[config.mk]
export PLATFORM = sky130hd
export DESIGN_NAME = bbs_supervisor
export DESIGN_NICKNAME = d
export VERILOG_FILES = /design/src/hdl/bbs_pkg.sv /design/src/hdl/bbs_supervisor.sv
export VERILOG_INCLUDE_DIRS = /design/src /design/src/hdl
export SDC_FILE = /design/constraint.sdc
export NUM_CORES = 1
export LEC_CHECK = 0
export BUFFER_PORTS_ARGS = -buffer_cell sky130_fd_sc_hd__buf_4
export CORE_UTILIZATION = 55
export CTS_CLUSTER_SIZE = 20
export DETAILED_ROUTE_END_ITERATION = 7
export GPL_TIMING_DRIVEN = 0
export PLACE_DENSITY = 0.84
export SYNTH_ARGS = -nofsm -noshare
export SYNTH_HDL_FRONTEND = slang
export SYNTH_SLANG_ARGS = --single-unit
export TNS_END_PERCENT = 5
[constraint.sdc]
create_clock -name clk -period 2.1 [get_ports clk]
set_input_delay 0 -clock clk [delete_from_list [all_inputs] [get_ports clk]]
set_output_delay 0 -clock clk [all_outputs]
set_load 0.05 [all_outputs]
[src/hdl/bbs_cfg.svh]
// constants for the battery-backup supervisor logic
// assumes a 100 MHz clk; times are in their printed units
`ifndef BBS_CFG_SVH
`define BBS_CFG_SVH
`define BBS_CLK_MHZ        100
`define BBS_SAMPLE_MS      200
`define BBS_MEAS_US        25
`define BBS_CE_HOLD_US     15
`define BBS_POR_MS         100
`define BBS_SAMPLE_CYC     (`BBS_SAMPLE_MS * 1000 * `BBS_CLK_MHZ)
`define BBS_MEAS_CYC       (`BBS_MEAS_US * `BBS_CLK_MHZ)
`define BBS_CE_HOLD_CYC    (`BBS_CE_HOLD_US * `BBS_CLK_MHZ)
`define BBS_POR_CYC        (`BBS_POR_MS * 1000 * `BBS_CLK_MHZ)
`define BBS_CNT_W          32
// synchroniser reset image: inputs at their idle levels, so no false
// switchover or chip-select edge follows reset release
`define BBS_SYNC_IDLE      10'h0d5
`endif

[src/hdl/bbs_pkg.sv]
// types for the battery-backup supervisor logic
// assumes bbs_cfg.svh is included alongside
package bbs_pkg;
    typedef enum logic [1:0] {
        BBS_CE_PASS  = 2'b00,
        BBS_CE_DRAIN = 2'b01,
        BBS_CE_BLOCK = 2'b11
    } bbs_ce_t;
endpackage : bbs_pkg

[src/hdl/bbs_supervisor.sv]
// supervisor control: source select, seal, battery check, chip-select gate
// assumes comparator flags arrive asynchronous; clk 100 MHz, rst_n async low
//
// Overview of operation
// - seal keeps battery isolated from circuitry
// - seal released on reset output rising edge
// - sample battery every 200 ms, 25 us
// - measurement runs only after reset release
// - low battery sample drives good output low
// - reset off: chip select passes through
// - reset on: chip select path blocked
// - input high at reset: block at once
// - input low: block on rise or 15 us
// - blocked path pulls output to switched supply
// - aux output low below reference
// - aux output high above reference plus hysteresis
// - low-line warning follows 2% threshold
// - on-battery output high when battery feeds
// - battery when forced, or below threshold and above main
// - return to main on either recovery
// - reset held low, released after delay
// - force input latches backup mode
`timescale 1ns/10ps
`include "bbs_cfg.svh"

module bbs_supervisor
    import bbs_pkg::*;
#(
    parameter logic [31:0] SAMPLE_CYC = `BBS_SAMPLE_CYC,
    parameter logic [31:0] POR_CYC    = `BBS_POR_CYC
) (
    input  wire logic clk,
    input  wire logic rst_n,
    input  wire logic above_reset_thr,
    input  wire logic above_lowline_thr,
    input  wire logic main_above_batt,
    input  wire logic batt_above_good,
    input  wire logic aux_below_ref,
    input  wire logic aux_above_hyst,
    input  wire logic aux_monitor_strap,
    input  wire logic aux_fail_strap,
    input  wire logic force_backup_in,
    input  wire logic chip_sel_in,
    output logic      reset_out_n,
    output logic      battery_good_out,
    output logic      on_battery_out,
    output logic      batt_connect,
    output logic      batt_load_en,
    output logic      switched_supply_out,
    output logic      chip_sel_out,
    output logic      chip_sel_pullup,
    output logic      chip_sel_in_hiz,
    output logic      aux_fail_out,
    output logic      lowline_out
);

    // ------------------------------------------------------------
    // input synchronisers
    // ------------------------------------------------------------
    localparam int NS = 10;
    logic [NS-1:0] raw_in;
    logic [NS-1:0] sync1;
    logic [NS-1:0] sync2;
    assign raw_in = {above_reset_thr, above_lowline_thr, main_above_batt,
                     batt_above_good, aux_below_ref, aux_above_hyst,
                     aux_monitor_strap, aux_fail_strap, force_backup_in, chip_sel_in};
    // two flops per async flag; only sync2 is read
    always_ff @(posedge clk or negedge rst_n) begin
        if (!rst_n) begin
            sync1 <= `BBS_SYNC_IDLE;
            sync2 <= `BBS_SYNC_IDLE;
        end else begin
            sync1 <= raw_in;
            sync2 <= sync1;
        end
    end
    logic s_vit, s_ll, s_mab, s_bgood, s_aux_lo, s_aux_hi, s_pfi_st, s_pfo_st, s_force, s_ce;
    assign {s_vit, s_ll, s_mab, s_bgood, s_aux_lo, s_aux_hi,
            s_pfi_st, s_pfo_st, s_force, s_ce} = sync2;

    // counter increment helper; wraps, does not saturate
    function automatic logic [`BBS_CNT_W-1:0] cnt_inc(input logic [`BBS_CNT_W-1:0] c);
        cnt_inc = c + `BBS_CNT_W'(1);
    endfunction : cnt_inc

    // ------------------------------------------------------------
    // reset delay, seal, source select, comparators
    // ------------------------------------------------------------
    logic [`BBS_CNT_W-1:0] por_cnt, next_por_cnt;
    logic                  rst_q, next_rst_q;
    logic                  seal, next_seal;
    logic                  forced, next_forced;
    logic                  on_batt, next_on_batt;
    logic                  aux_fail, next_aux_fail;
    logic                  seal_arm, next_seal_arm;

    // reset holds while main is low; delay timer restarts on every dip
    always_comb begin
        next_por_cnt  = por_cnt;
        next_rst_q    = rst_q;
        next_seal     = seal;
        next_seal_arm = seal_arm;
        next_forced   = forced;
        next_on_batt  = on_batt;
        next_aux_fail = aux_fail;
        if (!s_vit) begin
            next_por_cnt = '0;
            next_rst_q   = 1'b0;
        end else if (por_cnt >= POR_CYC - 32'd1) begin
            next_rst_q = 1'b1;
        end else begin
            next_por_cnt = cnt_inc(por_cnt);
        end
        // straps seen during the power-up delay arm the seal
        next_seal_arm = s_vit && !rst_q && s_pfi_st && !s_pfo_st;
        if (seal_arm && !s_vit)
            next_seal = 1'b1;
        else if (next_rst_q && !rst_q && !seal_arm)
            next_seal = 1'b0;
        // force latches until main drops below threshold
        if (!s_vit)
            next_forced = 1'b0;
        else if (s_force && !on_batt)
            next_forced = 1'b1;
        // forced, or below threshold and battery higher; either recovery returns
        // next_seal so the battery never connects in the cycle the seal sets
        if (next_seal)
            next_on_batt = 1'b0;
        else if (forced)
            next_on_batt = 1'b1;
        else if (!s_vit && !s_mab)
            next_on_batt = 1'b1;
        else if (s_vit || s_mab)
            next_on_batt = 1'b0;
        // hysteresis: fall below ref sets, rise above ref+hyst clears
        if (s_aux_lo)
            next_aux_fail = 1'b1;
        else if (s_aux_hi)
            next_aux_fail = 1'b0;
    end

    always_ff @(posedge clk or negedge rst_n) begin
        if (!rst_n) begin
            por_cnt  <= '0;
            rst_q    <= 1'b0;
            seal     <= 1'b0;
            seal_arm <= 1'b0;
            forced   <= 1'b0;
            on_batt  <= 1'b0;
            aux_fail <= 1'b0;
        end else begin
            por_cnt  <= next_por_cnt;
            rst_q    <= next_rst_q;
            seal     <= next_seal;
            seal_arm <= next_seal_arm;
            forced   <= next_forced;
            on_batt  <= next_on_batt;
            aux_fail <= next_aux_fail;
        end
    end

    // ------------------------------------------------------------
    // battery measurement
    // ------------------------------------------------------------
    logic [`BBS_CNT_W-1:0] smp_cnt, next_smp_cnt;
    logic                  meas, next_meas;
    logic                  bgood, next_bgood;

    // period counter runs only with reset released and seal off
    always_comb begin
        next_smp_cnt = smp_cnt;
        next_meas    = meas;
        next_bgood   = bgood;
        if (!rst_q || seal) begin
            next_smp_cnt = '0;
            next_meas    = 1'b0;
        end else if (meas) begin
            if (smp_cnt >= `BBS_CNT_W'(`BBS_MEAS_CYC) - 32'd1) begin
                next_meas    = 1'b0;
                next_smp_cnt = '0;
                if (!s_bgood)
                    next_bgood = 1'b0;
            end else begin
                next_smp_cnt = cnt_inc(smp_cnt);
            end
        end else if (smp_cnt >= SAMPLE_CYC - 32'd1) begin
            next_meas    = 1'b1;
            next_smp_cnt = '0;
        end else begin
            next_smp_cnt = cnt_inc(smp_cnt);
        end
    end

    always_ff @(posedge clk or negedge rst_n) begin
        if (!rst_n) begin
            smp_cnt <= '0;
            meas    <= 1'b0;
            bgood   <= 1'b1;
        end else begin
            smp_cnt <= next_smp_cnt;
            meas    <= next_meas;
            bgood   <= next_bgood;
        end
    end

    // ------------------------------------------------------------
    // chip-select gate
    // ------------------------------------------------------------
    bbs_ce_t               ce_st, next_ce_st;
    logic [`BBS_CNT_W-1:0] ce_cnt, next_ce_cnt;
    logic                  ce_q, next_ce_q;

    // a pending write (input low) may finish for up to 15 us
    always_comb begin
        next_ce_st  = ce_st;
        next_ce_cnt = '0;
        next_ce_q   = 1'b1;
        case (ce_st)
            BBS_CE_PASS: begin
                next_ce_q = s_ce;
                if (!next_rst_q) begin
                    if (s_ce)
                        next_ce_st = BBS_CE_BLOCK;
                    else
                        next_ce_st = BBS_CE_DRAIN;
                    next_ce_q = s_ce;
                end
            end
            BBS_CE_DRAIN: begin
                next_ce_cnt = cnt_inc(ce_cnt);
                next_ce_q   = s_ce;
                if (s_ce || ce_cnt >= `BBS_CNT_W'(`BBS_CE_HOLD_CYC) - 32'd1) begin
                    next_ce_st = BBS_CE_BLOCK;
                    next_ce_q  = 1'b1;
                end
            end
            BBS_CE_BLOCK: begin
                if (rst_q)
                    next_ce_st = BBS_CE_PASS;
            end
            default: next_ce_st = BBS_CE_BLOCK;
        endcase
    end

    always_ff @(posedge clk or negedge rst_n) begin
        if (!rst_n) begin
            ce_st  <= BBS_CE_BLOCK;
            ce_cnt <= '0;
            ce_q   <= 1'b1;
        end else begin
            ce_st  <= next_ce_st;
            ce_cnt <= next_ce_cnt;
            ce_q   <= next_ce_q;
        end
    end

    // outputs; lowline is a straight synchronised copy
    logic ll_q;
    always_ff @(posedge clk or negedge rst_n) begin
        if (!rst_n)
            ll_q <= 1'b0;
        else
            ll_q <= s_ll;
    end

    assign reset_out_n         = rst_q;
    assign battery_good_out    = bgood;
    assign on_battery_out      = on_batt;
    assign batt_connect        = on_batt && !seal;
    assign batt_load_en        = meas;
    assign switched_supply_out = on_batt;
    assign chip_sel_out        = ce_q;
    assign chip_sel_pullup     = (ce_st == BBS_CE_BLOCK);
    assign chip_sel_in_hiz     = (ce_st == BBS_CE_BLOCK);
    assign aux_fail_out        = !aux_fail;
    assign lowline_out         = ll_q;
endmodule : bbs_supervisor

### Word-level counts from Yosys, hierarchy flattened

Index checks and enable logic that the tools add are counted.

| word-level totals | value |
|---|---|
| register bits | 128 |
| logic and storage cells | 87 |

| operators by class | value |
|---|---|
| add/subtract/negate cells | 3 |
| magnitude comparators | 4 |
| eq/ne operators | 7 |
| muxes and demuxes | 30 |
| bitwise gates (word level) | 2 |
| reduce and logical (&&, ||, !) cells | 25 |

Operators with widths:

| kind | number |
|---|---|
| 32-bit 2-to-1 mux | 7 |
| 32-bit by 1-bit adder with 32-bit output (second input constant) | 3 |
| 32-bit by 11-bit >= comparator with 1-bit output (second input constant) | 1 |
| 32-bit by 12-bit >= comparator with 1-bit output (second input constant) | 1 |
| 32-bit by 24-bit >= comparator with 1-bit output (second input constant) | 1 |
| 32-bit by 25-bit >= comparator with 1-bit output (second input constant) | 1 |
| 1-bit 2-to-1 mux | 17 |
| 1-bit logical AND | 9 |
| 1-bit zero test | 8 |
| 2-bit 2-to-1 mux | 4 |
| 2-bit != test (second input constant) | 3 |
| 2-bit case mux with 3 select lines | 1 |
| 2-bit by 1-bit != test with 1-bit output (second input constant) | 2 |
| 4-bit AND reduction | 1 |
| 4-bit nonzero test | 1 |
| 1-bit logical OR | 3 |
| 3-bit AND reduction | 1 |
| 2-bit by 1-bit == test with 1-bit output (second input constant) | 1 |
| 2-bit == test (second input constant) | 1 |
| 2-bit zero test | 1 |
| 1-bit inverter | 2 |
| 1-bit case mux with 2 select lines | 1 |
| 2-bit nonzero test | 1 |

### Logic depth before layout (Yosys ltp)

Gate-level depths: netlist of run 1.

| logic depth | value |
|---|---|
| depth after elaboration | 8 |
| mapped depth | 9 |
| gate-level depth less buffers | 7 |

### Worst setup path before layout of run 1

OpenSTA, ideal clock, no wires.

| timing | value |
|---|---|
| path kind | flip-flop to flip-flop |
| start | reg por_cnt[0] |
| end | reg por_cnt[11] |
| library setup time | 0.079 ns |
| data arrival time | 2.048 ns |
| data required time | 2.021 ns |
| slack | -0.028 ns |
| cell stages (with the launch flop) | 9 |
| period minus slack after synthesis | 2.128 ns |
| cells stage by stage | dfrtp_1 > ha_1 > nand4_1 > o21bai_1 > a211oi_2 > o21ai_4 > buf_4 > nor4_1 > mux2i_1 |

| on the way | value |
|---|---|
| cells in the longest elaborated chain, start to end | 3 |

RTL lines:

| what | RTL line | RTL |
|---|---|---|
| start: declaration | bbs_supervisor.sv:89 | `` logic [`BBS_CNT_W-1:0] por_cnt, next_por_cnt; `` |
| start signal: assignment | bbs_supervisor.sv:152 | `por_cnt <= next_por_cnt;` |
| 32-bit by 1-bit adder with 32-bit output | bbs_supervisor.sv:83 | `` cnt_inc = c + `BBS_CNT_W'(1); `` |
| 32-bit 2-to-1 mux | bbs_supervisor.sv:109 | `end else if (por_cnt >= POR_CYC - 32'd1) begin` |
| 32-bit 2-to-1 mux | bbs_supervisor.sv:106 | `if (!s_vit) begin` |

Several ways; a longest one is shown, not always the timed one. The select of a mux whose other input is x is not followed.
A chain may end at the register's enable or synchronous reset.

### Worst setup path after layout of run 1

| timing | value |
|---|---|
| start | reg por_cnt[13] |
| end | reg por_cnt[1] |

| on the way | value |
|---|---|
| cells in the longest elaborated chain, start to end | 2 |

RTL lines:

| what | RTL line |
|---|---|
| 32-bit by 24-bit >= comparator with 1-bit output | bbs_supervisor.sv:109 |
| 2-bit != test (no source line) | -- |

Every way passes these cells.

==> results of run 1 <==
[final timing paths]
| path | endpoint | slack (ns) | depth (start not counted) |
|---|---|---|---|
| worst max-delay path | por_cnt[1] | -0.11 | 8 |
| worst min-delay path | por_cnt[16] | 0.02 | 2 |
| worst max register to register | por_cnt[1] | -0.11 | 8 |
| worst min register to register | sync2[3] | 0.35 | 0 |
| max in group asynchronous | ce_st[1] | 1.32 | 3 |
| min in group clk | sync1[7] | 0.12 | 2 |
[timing repair]
action / 4_1_cts / 5_1_grt
buffers inserted: 6 / 4
hold buffers: 11 / 0
gates resized for setup: 22 / 19
cloned: 0 / 2
setup endpoints to repair: 60 / 59
pin swaps: 12 / 8
hold endpoints to repair: 133 / 0
[Yosys cell counts, types with 5 or more instances]
library cell | number | area, sq um
clkbuf_1 | 9 | 33.78
and4_1 | 5 | 43.79
nand3_1 | 31 | 155.2
nor2_1 | 88 | 330.3
nand4_1 | 15 | 93.84
or3_1 | 11 | 68.82
o21ai_0 | 7 | 35.03
xor2_1 | 38 | 332.8
xnor2_1 | 18 | 157.7
a21oi_1 | 21 | 105.1
dfstp_2 | 14 | 367.9
o31ai_1 | 7 | 52.55
nor3_1 | 13 | 65.06
mux2i_1 | 7 | 70.07
inv_1 | 14 | 52.55
buf_4 | 5 | 37.54
dfrtp_1 | 114 | 2853
and2_1 | 10 | 62.56
nand2_1 | 38 | 142.6
o21a_1 | 7 | 52.55
nor4_1 | 16 | 100.1
and3_1 | 10 | 62.56
nand2b_1 | 9 | 56.30
[area by class of cell]
cell class                 count  area [sq um]
sequential                   128          3223
fill                         637          2801
multi-input combinational    397          2535
timing repair buffer          45         427.9
clock buffer                  18         417.9
clock inverter                14         190.2
tap                          133         166.4
buffer                        19         140.1
inverter                      14         52.55
[routing by layer]
layer,share of wire [%],vias to the layer above
li1,-,2052
met1,41,2232
met2,51,164
met3,5.1,40
met4,2.6,0
met5,0,-
[worst reg2reg max path: stages, from the launching register on]
cell	delay, ns
dfrtp_1	0.42
or4b_4	0.58
nor3_4	0.19
a211oi_2	0.12
o21ai_4	0.25
buf_8	0.18
buf_8	0.13
mux2i_1	0.17
nor2_1	0.06
[cell families after synthesis]
logic type	after synthesis
adders and majority gates	3
buffers and inverters	33
DFF	128
AOI/OAI and AO/OA	61
muxes	7
other	1
and+or+nand+nor	263
xor gates and xnor gates	56
[report_power, final]
group	leakage (nW)	switching (mW)	internal (mW)	total (mW)
sequential	1.68	0.0239	2.52	2.54
clock	0.295	1.09	1.93	3.02
combinational	0.994	0.134	0.0713	0.205
[placed cells by master (no fill, tap or decap), types with 9 or more instances in the layout]
cell type	instances
nand2b_1	9
xnor2_1	18
nor2_1	84
nand4_1	15
dfstp_2	14
nand2_1	38
buf_4	31
and3_1	10
clkbuf_1	10
and2_1	10
nor4_1	12
dfrtp_1	112
inv_1	14
dlygate4sd3_1	11
clkbuf_16	18
xor2_1	37
or3_1	9
nor3_1	9
a21oi_1	20
nand3_1	30
[flip-flops by register name (all words and copies together), names as in the netlist]
name,cells
aux_fail,1
smp_cnt,32
on_battery_out,1
ce_cnt,32
lowline_out,1
seal_arm,1
ce_st,2
chip_sel_out,1
battery_good_out,1
seal,1
reset_out_n,1
sync2,10
por_cnt,32
batt_load_en,1
forced,1
sync1,10
==> results.json, run 1 <==
{
  "crit_top_cell": "buf_8",
  "cellPowerDensity_nw_per_um2": 806.4,
  "power.leakage_nw": 2.972,
  "synth_top_family_by_area": "simple AND/OR/NAND/NOR gates",
  "grt_pass1_wl_microns": 20760,
  "drv_cap": 0,
  "synthXorXnorAreaFrac_pct": 8.537,
  "setup_viol": 22,
  "synth_ff_type": "dfrtp_1",
  "root_buffer": "clkbuf_8",
  "post-route-util_pct": 71.86,
  "synth_cell_types": 54,
  "place.gp.congestion": 0.8342,
  "tns_ns": -1.250,
  "drt-pass1-iter-count": 5,
  "fmax_ghz": 0.4520,
  "synth_edf_count": 0,
  "gr-usage-met2_pct": 41.33,
  "syn_area_per_cell_sq_um": 10.41,
  "synthAdderAreaFrac_pct": 0.6533,
  "dpl_cell_area_sq_um": 6131,
  "pre_cts_slack_ns": -0.3416,
  "die_w_microns": 104.2,
  "grt_max_degree": 71,
  "path_buf_inv": 2,
  "start_util_pct": 57.72,
  "drtIter0Drc": 236,
  "cp_slowest_stage_delay_ns": 0.58,
  "cts_sinks": 128,
  "yosys_register_bits": 128,
  "cp_cell_sequence": "or4b_4 > nor3_4 > a211oi_2 > o21ai_4 > buf_8 > buf_8 > mux2i_1 > nor2_1",
  "stdcell_count": 768,
  "clkTransAtPathRegs_ns": 0.06,
  "placed_cells": 714,
  "portBuffers": 22,
  "cts_tree": "done",
  "seq_area_frac_synth_pct": 56.05,
  "required_ns": 2.52,
  "num_antenna_cells": 0,
  "synthArstFlopShare_pct": 100.0,
  "grt.busiest_layer": "met2",
  "drv_slew": 0,
  "final_area_sq_um": 7153,
  "nNetsFinal": 637,
  "synth-compound-area-share_pct": 7.448,
  "cp_slowest_cell": "or4b_4",
  "timing.clock.skew_ns": 0.007095,
  "crit_family": "simple AND/OR/NAND/NOR gates",
  "status": "complete, but fails checks",
  "finalPower_mw": 5.768,
  "vias": 4488,
  "grt_use_met1_pct": 29.22,
  "drive_gt1_share_pct": 20.16,
  "wl_per_cell_microns": 16.55,
  "num_io_pins": 23,
  "h-tree-depth": 4,
  "syn-cell-area_sq_um": 5746,
  "insertion_delay_ns": 0.53,
  "whs_ns": 0.01665,
  "place_hpwl_microns": 7522,
  "track_usage_pct": 24.10,
  "vias_per_cell": 5.844,
  "wl_microns": 12710,
  "layout_setup_ws_ns": -0.1122,
  "synthCells": 552,
  "rsz0062_at_grt": "true",
  "violations": "setup timing",
  "path_max_fanout": 6,
  "critPathArrivalTime_ns": 2.63,
  "crit_path_end_kind": "flip-flop",
  "grt_pass1_vias": 4431,
  "fin_crit_sh_pct": 105.3,
  "tightest_slew_ns": 0.5428,
  "fin_crit_ns": 2.212,
  "criticalPathCategory": "reg -> reg",
  "relSlewSlack_pct": 63.82,
  "synth_mux_area_share_pct": 1.220,
  "r2r_start": "por_cnt[13]",
  "die_h_microns": 104.2,
  "antenna_found_initial": 0,
  "peakVddDrop_v": 0.0006458,
  "dieArea_sq_um": 10860,
  "remaining_drc_errors": 0,
  "rows": 36,
  "synthSimpleGateAreaFrac_pct": 23.00,
  "startpoint_type": "flip-flop",
  "cts_buffer_depth": 2,
  "cts_made_buffers": 17,
  "syn_to_final_growth_pct": 24.50,
  "ant_nets": 0,
  "cp-startpoint": "por_cnt[13]",
  "grtUsageMet3_pct": 5.764,
  "overflow": 0,
  "yosys_warnings": 0,
  "hold_viol": 0,
  "hold_class": "in -> async",
  "core_area_sq_um": 9955
}
(Power assumes the default switching activity.)
==> inputs of run 2 (changes only) <==
--- a/config.mk
+++ b/config.mk
@@ -12,6 +12,7 @@
 export DETAILED_ROUTE_END_ITERATION = 7
 export GPL_TIMING_DRIVEN = 0
 export PLACE_DENSITY = 0.84
+export SETUP_SLACK_MARGIN = 0.15
 export SYNTH_ARGS = -nofsm -noshare
 export SYNTH_HDL_FRONTEND = slang
 export SYNTH_SLANG_ARGS = --single-unit
==> constraint.sdc (replaced) <==
create_clock -name clk -period 2.1 [get_ports clk]
set_input_delay 0 -clock clk [delete_from_list [all_inputs] [get_ports clk]]
set_output_delay 0 -clock clk [all_outputs]
set_load 0.01 [all_outputs]
==> run 2 against run 1 <==
  * Critical endpoint is now smp_cnt[7]
  * Highest routed layer unchanged
  * Sequential cell count did not move
  * Sequential share of layout area fell by 1.6 points
  * Clock skew barely moved
  * Sequential power barely moved
  * The run still ends with setup timing left
  * Via count rose by 1.6%
  * Combinational power fell by 4%
==> results.json, run 2 (synthesis results as in run 1) <==
{
  "tightest_slew_ns": 0.5217,
  "critPathArrivalTime_ns": 2.63,
  "mostFrequentLayoutCell": "dfrtp_1",
  "insertion_delay_ns": 0.53,
  "h-tree-depth": 4,
  "clockPowerShare_pct": 51.9,
  "grt_max_degree": 87,
  "fmax_ghz": 0.4517,
  "pre_cts_slack_ns": -0.3779,
  "die_w_microns": 104.2,
  "cp_slowest_stage_delay_ns": 0.41,
  "crit_path_end_kind": "flip-flop",
  "ant_nets": 0,
  "placed_cells": 714,
  "setup_viol": 44,
  "portBuffers": 22,
  "stdcell_count": 783,
  "rows": 36,
  "drtIter0Drc": 308,
  "power.leakage_nw": 3.087,
  "fillers": 615,
  "clkTransAtPathRegs_ns": 0.06,
  "peakVddDrop_v": 0.0008866,
  "drv_slew": 0,
  "track_usage_pct": 26.11,
  "cp_cell_sequence": "or3_4 > nor3_4 > o311ai_2 > o31ai_2 > buf_4 > a2bb2oi_4 > buf_6 > nor2_1",
  "place.gp.congestion": 0.8557,
  "dieArea_sq_um": 10860,
  "num_antenna_cells": 0,
  "start_util_pct": 57.72,
  "cts_made_buffers": 17,
  "grt_pass1_vias": 4619,
  "gr-usage-met2_pct": 43.29,
  "die_h_microns": 104.2,
  "p_sw_share_pct": 22.34,
  "tns_ns": -3.302,
  "rsz0062_at_grt": "true",
  "drt-pass1-iter-count": 5,
  "cts_buffer_depth": 2,
  "overflow": 0,
  "post-route-util_pct": 74.61,
  "crit_family": "compound AO/OA/AOI/OAI gates",
  "fin_crit_sh_pct": 105.4,
  "cp_slowest_cell": "or3_4",
  "p_sw_mw": 1.273,
  "root_buffer": "clkbuf_8",
  "grt.busiest_layer": "met2",
  "required_ns": 2.51,
  "hold_viol": 0,
  "final_cell_mix": "dfrtp_1, nor2_1, buf_4",
  "place_hpwl_microns": 7453,
  "num_io_pins": 23,
  "cp_num_cells": 8,
  "path_max_fanout": 5,
  "core_area_sq_um": 9955,
  "relSlewSlack_pct": 65.12,
  "rr_worst_depth": 8,
  "reg.largest.list": "ce_cnt: 32 flops, por_cnt: 32 flops, smp_cnt: 32 flops",
  "startpoint_type": "flip-flop",
  "layout_setup_ws_ns": -0.1140,
  "remaining_drc_errors": 0,
  "path_buf_inv": 2,
  "p_int_mw": 4.427,
  "cts_tree": "done",
  "p_seq_share_pct": 44.6,
  "grt_pass1_wl_microns": 21870,
  "timing.clock.skew_ns": 0.007160,
  "combPwrFrac_pct": 3.4,
  "nNetsFinal": 652,
  "drv_cap": 0,
  "violations": "setup timing",
  "cts_sinks": 128,
  "wl_microns": 13600,
  "status": "complete, but fails checks",
  "fin_crit_ns": 2.214,
  "cellPowerDensity_nw_per_um2": 767.5,
  "antenna_found_initial": 0,
  "drive_gt1_share_pct": 25.38,
  "syn_to_final_growth_pct": 29.27,
  "wl_per_cell_microns": 17.37,
  "vias_per_cell": 5.822,
  "vias": 4559,
  "grt_use_met1_pct": 31.61,
  "hold_class": "in -> async",
  "grtUsageMet3_pct": 6.454,
  "criticalPathCategory": "reg -> reg"
}
-- run 2: cell types whose count changed in the layout (fill, tap and decap cells not counted), sizes merged --
cell,before,now
buf,42,57
clkinvlp,2,4
inv,16,17
clkbuf,29,28
bufinv,4,3
clkinv,6,4
o21ai,8,9
-- run 2: layer usage --
layer | vias up | share of wire (%) | wire [microns]
met4 | 0 | 3.1 | 428
met5 | - | 0 | 0
met1 | 2281 | 42 | 5698
li1 | 2090 | - | -
met2 | 146 | 50 | 6827
met3 | 42 | 4.8 | 649
-- run 2: path summary, 6_finish.rpt --
path | from | endpoint | slack (ns)
setup / recovery | smp_cnt[18] | smp_cnt[7] | -0.11
hold / removal | rst_n | sync2[7] | 0.04
setup reg to reg | smp_cnt[18] | smp_cnt[7] | -0.11
hold reg to reg | sync2[8] | lowline_out | 0.35
max in group asynchronous | rst_n | sync1[2] | 1.61
min in group clk | aux_monitor_strap | sync1[3] | 0.12
-- run 2: area by class of cell --
class	instances	area (sq um)	area share, %
flip-flops and latches	128	3226	43.43
clock buffers	18	417.9	5.627
well taps	133	166.4	2.241
clock inverters	14	183.9	2.476
multi-input cells	398	2699	36.34
plain buffers	19	148.9	2.005
inverters	14	52.55	0.7075
repair buffers	59	533.0	7.177
-- run 2: what timing repair did --
item                                    in CTS  in global routing
resized for setup                           49                 27
hold buffers                                12                  0
endpoints found under the hold margin      129                  0
buffers inserted                            16                  4
cloned                                       4                  1
endpoints found under the setup margin      67                 68
pin swaps                                   32                 33
-- run 2: power groups by stage --
stage          Sequential (mW)  Combinational, mW  Clock [mW]
4_1_cts                   2.54              0.193        3.00
3_3_place_gp              2.58              0.152           0
2_1_floorplan             2.58             0.0643           0
5_1_grt                   2.55              0.219        3.11
3_5_place_dp              2.59              0.164           0
6_report                  2.54              0.196        2.96
-- run 2: metrics by stage --
stage	power [mW]	instance area [sq um]	hold WS, ns
2_1_floorplan	2.643	5799	-0.2956
3_3_place_gp	2.735	6131	0.1092
3_5_place_dp	2.750	6162	-0.05912
4_1_cts	5.735	7261	0.02492
5_1_grt	5.878	7427	0.03770
6_report	5.700	7427	0.04362
==> inputs of run 3 (changes only) <==
--- a/config.mk
+++ b/config.mk
@@ -6,13 +6,14 @@
 export SDC_FILE = /design/constraint.sdc
 export NUM_CORES = 1
 export LEC_CHECK = 0
-export BUFFER_PORTS_ARGS = -buffer_cell sky130_fd_sc_hd__buf_4
-export CORE_UTILIZATION = 55
+export CORE_UTILIZATION = 45
 export CTS_CLUSTER_SIZE = 20
 export DETAILED_ROUTE_END_ITERATION = 7
+export DONT_BUFFER_PORTS = 1
 export GPL_TIMING_DRIVEN = 0
-export PLACE_DENSITY = 0.84
+export PLACE_DENSITY = 0.71
 export SETUP_SLACK_MARGIN = 0.15
+export SKIP_CTS_REPAIR_TIMING = 1
 export SYNTH_ARGS = -nofsm -noshare
 export SYNTH_HDL_FRONTEND = slang
 export SYNTH_SLANG_ARGS = --single-unit
==> run 3 against run 2 <==
  * The run ends with hold timing, setup timing left
  * Critical endpoint is now smp_cnt[11]
  * Count of clock-buffer cells in the layout increased by 3
  * Clock skew grew 0.0028 ns
  * Non-clock buffer count decreased by 36
  * Wire length shrank 13%
  * Cell count fell by 0.26%
  * Sequential cell count stayed put
  * Worst setup slack worse by 0.0044 ns
  * Combinational power fell by 47%
==> results.json, run 3 (synthesis results as in run 1) <==
{
  "status": "complete, but fails checks",
  "violations": "hold timing, setup timing",
  "criticalPathCategory": "reg -> reg",
  "nNetsFinal": 615,
  "p_sw_mw": 1.141,
  "place.gp.congestion": 0.8097,
  "overflow": 0,
  "r2r_slack_ns": -0.12,
  "reg.largest.list": "ce_cnt: 32 flops, por_cnt: 32 flops, smp_cnt: 32 flops",
  "die_w_microns": 115.0,
  "cp_cell_sequence": "or3_4 > nor3_4 > o311ai_1 > o31ai_1 > buf_4 > a2bb2oi_4 > buf_12 > buf_6 > nor2_1",
  "fin_crit_sh_pct": 105.6,
  "fmax_ghz": 0.4508,
  "cp-endpoint": "smp_cnt[11]",
  "rsz0062_at_grt": "true",
  "cp_slowest_stage_delay_ns": 0.43,
  "track_usage_pct": 18.31,
  "mostFrequentLayoutCell": "dfrtp_1",
  "critPathArrivalTime_ns": 2.53,
  "tightest_slew_ns": 0.5057,
  "p_int_mw": 4.541,
  "start_util_pct": 47.05,
  "clkTransAtPathRegs_ns": 0.05,
  "r2r-end": "smp_cnt[11]",
  "drtIter0Drc": 218,
  "final_cell_mix": "dfrtp_1, nor2_1, nand2_1",
  "startpoint_type": "flip-flop",
  "vias": 4191,
  "crit_path_end_kind": "flip-flop",
  "setup_viol": 40,
  "r2r_start": "smp_cnt[18]",
  "core_area_sq_um": 12210,
  "whs_ns": -0.7254,
  "combPwrFrac_pct": 1.8,
  "post-route-util_pct": 57.65,
  "p_seq_share_pct": 44.8,
  "relSlewSlack_pct": 66.10,
  "hold_class": "in -> async",
  "drv_cap": 0,
  "wl_microns": 11850,
  "hold_viol": 128,
  "cellPowerDensity_nw_per_um2": 807.1,
  "remaining_drc_errors": 0,
  "drive_gt1_share_pct": 19.41,
  "rr_worst_depth": 9,
  "wl_per_cell_microns": 15.18,
  "h-tree-depth": 4,
  "num_antenna_cells": 0,
  "cp_slowest_cell": "or3_4",
  "insertion_delay_ns": 0.42,
  "cts_buffer_depth": 2,
  "path_max_fanout": 5,
  "peakVddDrop_v": 0.0004886,
  "drt-pass1-iter-count": 5,
  "p_sw_share_pct": 20.08,
  "vias_per_cell": 5.366,
  "root_buffer": "clkbuf_16",
  "timing.clock.skew_ns": 0.009963,
  "dieArea_sq_um": 13220,
  "placed_cells": 726,
  "rows": 40,
  "num_io_pins": 23,
  "grt_pass1_vias": 3903,
  "fin_crit_ns": 2.218,
  "die_h_microns": 115.0,
  "antenna_found_initial": 0,
  "place_hpwl_microns": 7244,
  "cts_made_buffers": 17,
  "cts_tree": "done",
  "ant_nets": 0,
  "pre_cts_slack_ns": -0.3100,
  "layout_setup_ws_ns": -0.1184,
  "drv_slew": 0,
  "portBuffers": 0,
  "required_ns": 2.41,
  "grt_pass1_wl_microns": 18550,
  "clockPowerShare_pct": 53.4,
  "cts_sinks": 128,
  "grt_max_degree": 129,
  "syn_to_final_growth_pct": 22.54,
  "cp-startpoint": "smp_cnt[18]",
  "power.leakage_nw": 2.835,
  "stdcell_count": 781
}
[run 3: cell types whose count changed in the layout (fill, tap and decap cells not counted), moves of 4 or more]
cell      previous run  this run
nand3_1             27        31
buf_6               11         7
clkbuf_1             7        12
nor3_4               6         2
nor2_2               3         8
buf_4               42        11
[run 3: area by class of cell]
class	count	area [sq um]
clock buffer	21	440.4
buffer	19	141.4
clock inverter	11	166.4
inverter	14	52.55
tap	168	210.2
fill	1015	5171
multi-input combinational	397	2592
timing repair buffer	23	215.2
sequential	128	3222
[run 3: stage by stage]
stage / TNS, ns / instance area [sq um] / total power, mW / hold slack (ns)
after floorplan: 0 / 5799 / 2.643 / -0.2956
after global placement: -8.688 / 6010 / 2.665 / -0.2922
after detailed placement: -10.44 / 6010 / 2.669 / -0.2914
after CTS: -11.15 / 6616 / 5.711 / -0.7402
after global routing: -6.389 / 7041 / 5.864 / -0.7407
final: -2.417 / 7041 / 5.682 / -0.7254
[run 3: critical path: cells and delay by family, from the launching register on]
kind,cells,cell delay [ns]
flops,1,0.41
simple gates,3,0.61
compound gates,3,0.62
buf+inv,3,0.46
[run 3: how the worst min path moves through the flow]
stage | startpoint | slack [ns] | endpoint
6_report | rst_n | -0.73 | por_cnt[14]
5_1_grt | rst_n | -0.74 | por_cnt[14]
4_1_cts | rst_n | -0.74 | por_cnt[14]
3_5_place_dp | rst_n | -0.29 | por_cnt[14]
3_3_place_gp | rst_n | -0.29 | por_cnt[14]
2_1_floorplan | rst_n | -0.30 | aux_fail
[run 3: power by group through the flow]
stage | combinational (mW) | clock (mW) | sequential (mW)
after floorplan | 0.0643 | 0 | 2.58
after global placement | 0.0811 | 0 | 2.58
after detailed placement | 0.0833 | 0 | 2.59
after CTS | 0.0833 | 3.08 | 2.54
after global routing | 0.115 | 3.20 | 2.55
final | 0.104 | 3.04 | 2.54
[run 3: metal layers]
layer / GRT usage [%] / vias to the layer above / part of all wire, %
li1: - / 2004 / -
met1: 24.32 / 2079 / 45
met3: 5.008 / 19 / 3.7
met4: 7.792 / 0 / 1.8
met5: 0 / - / 0
met2: 28.35 / 89 / 49
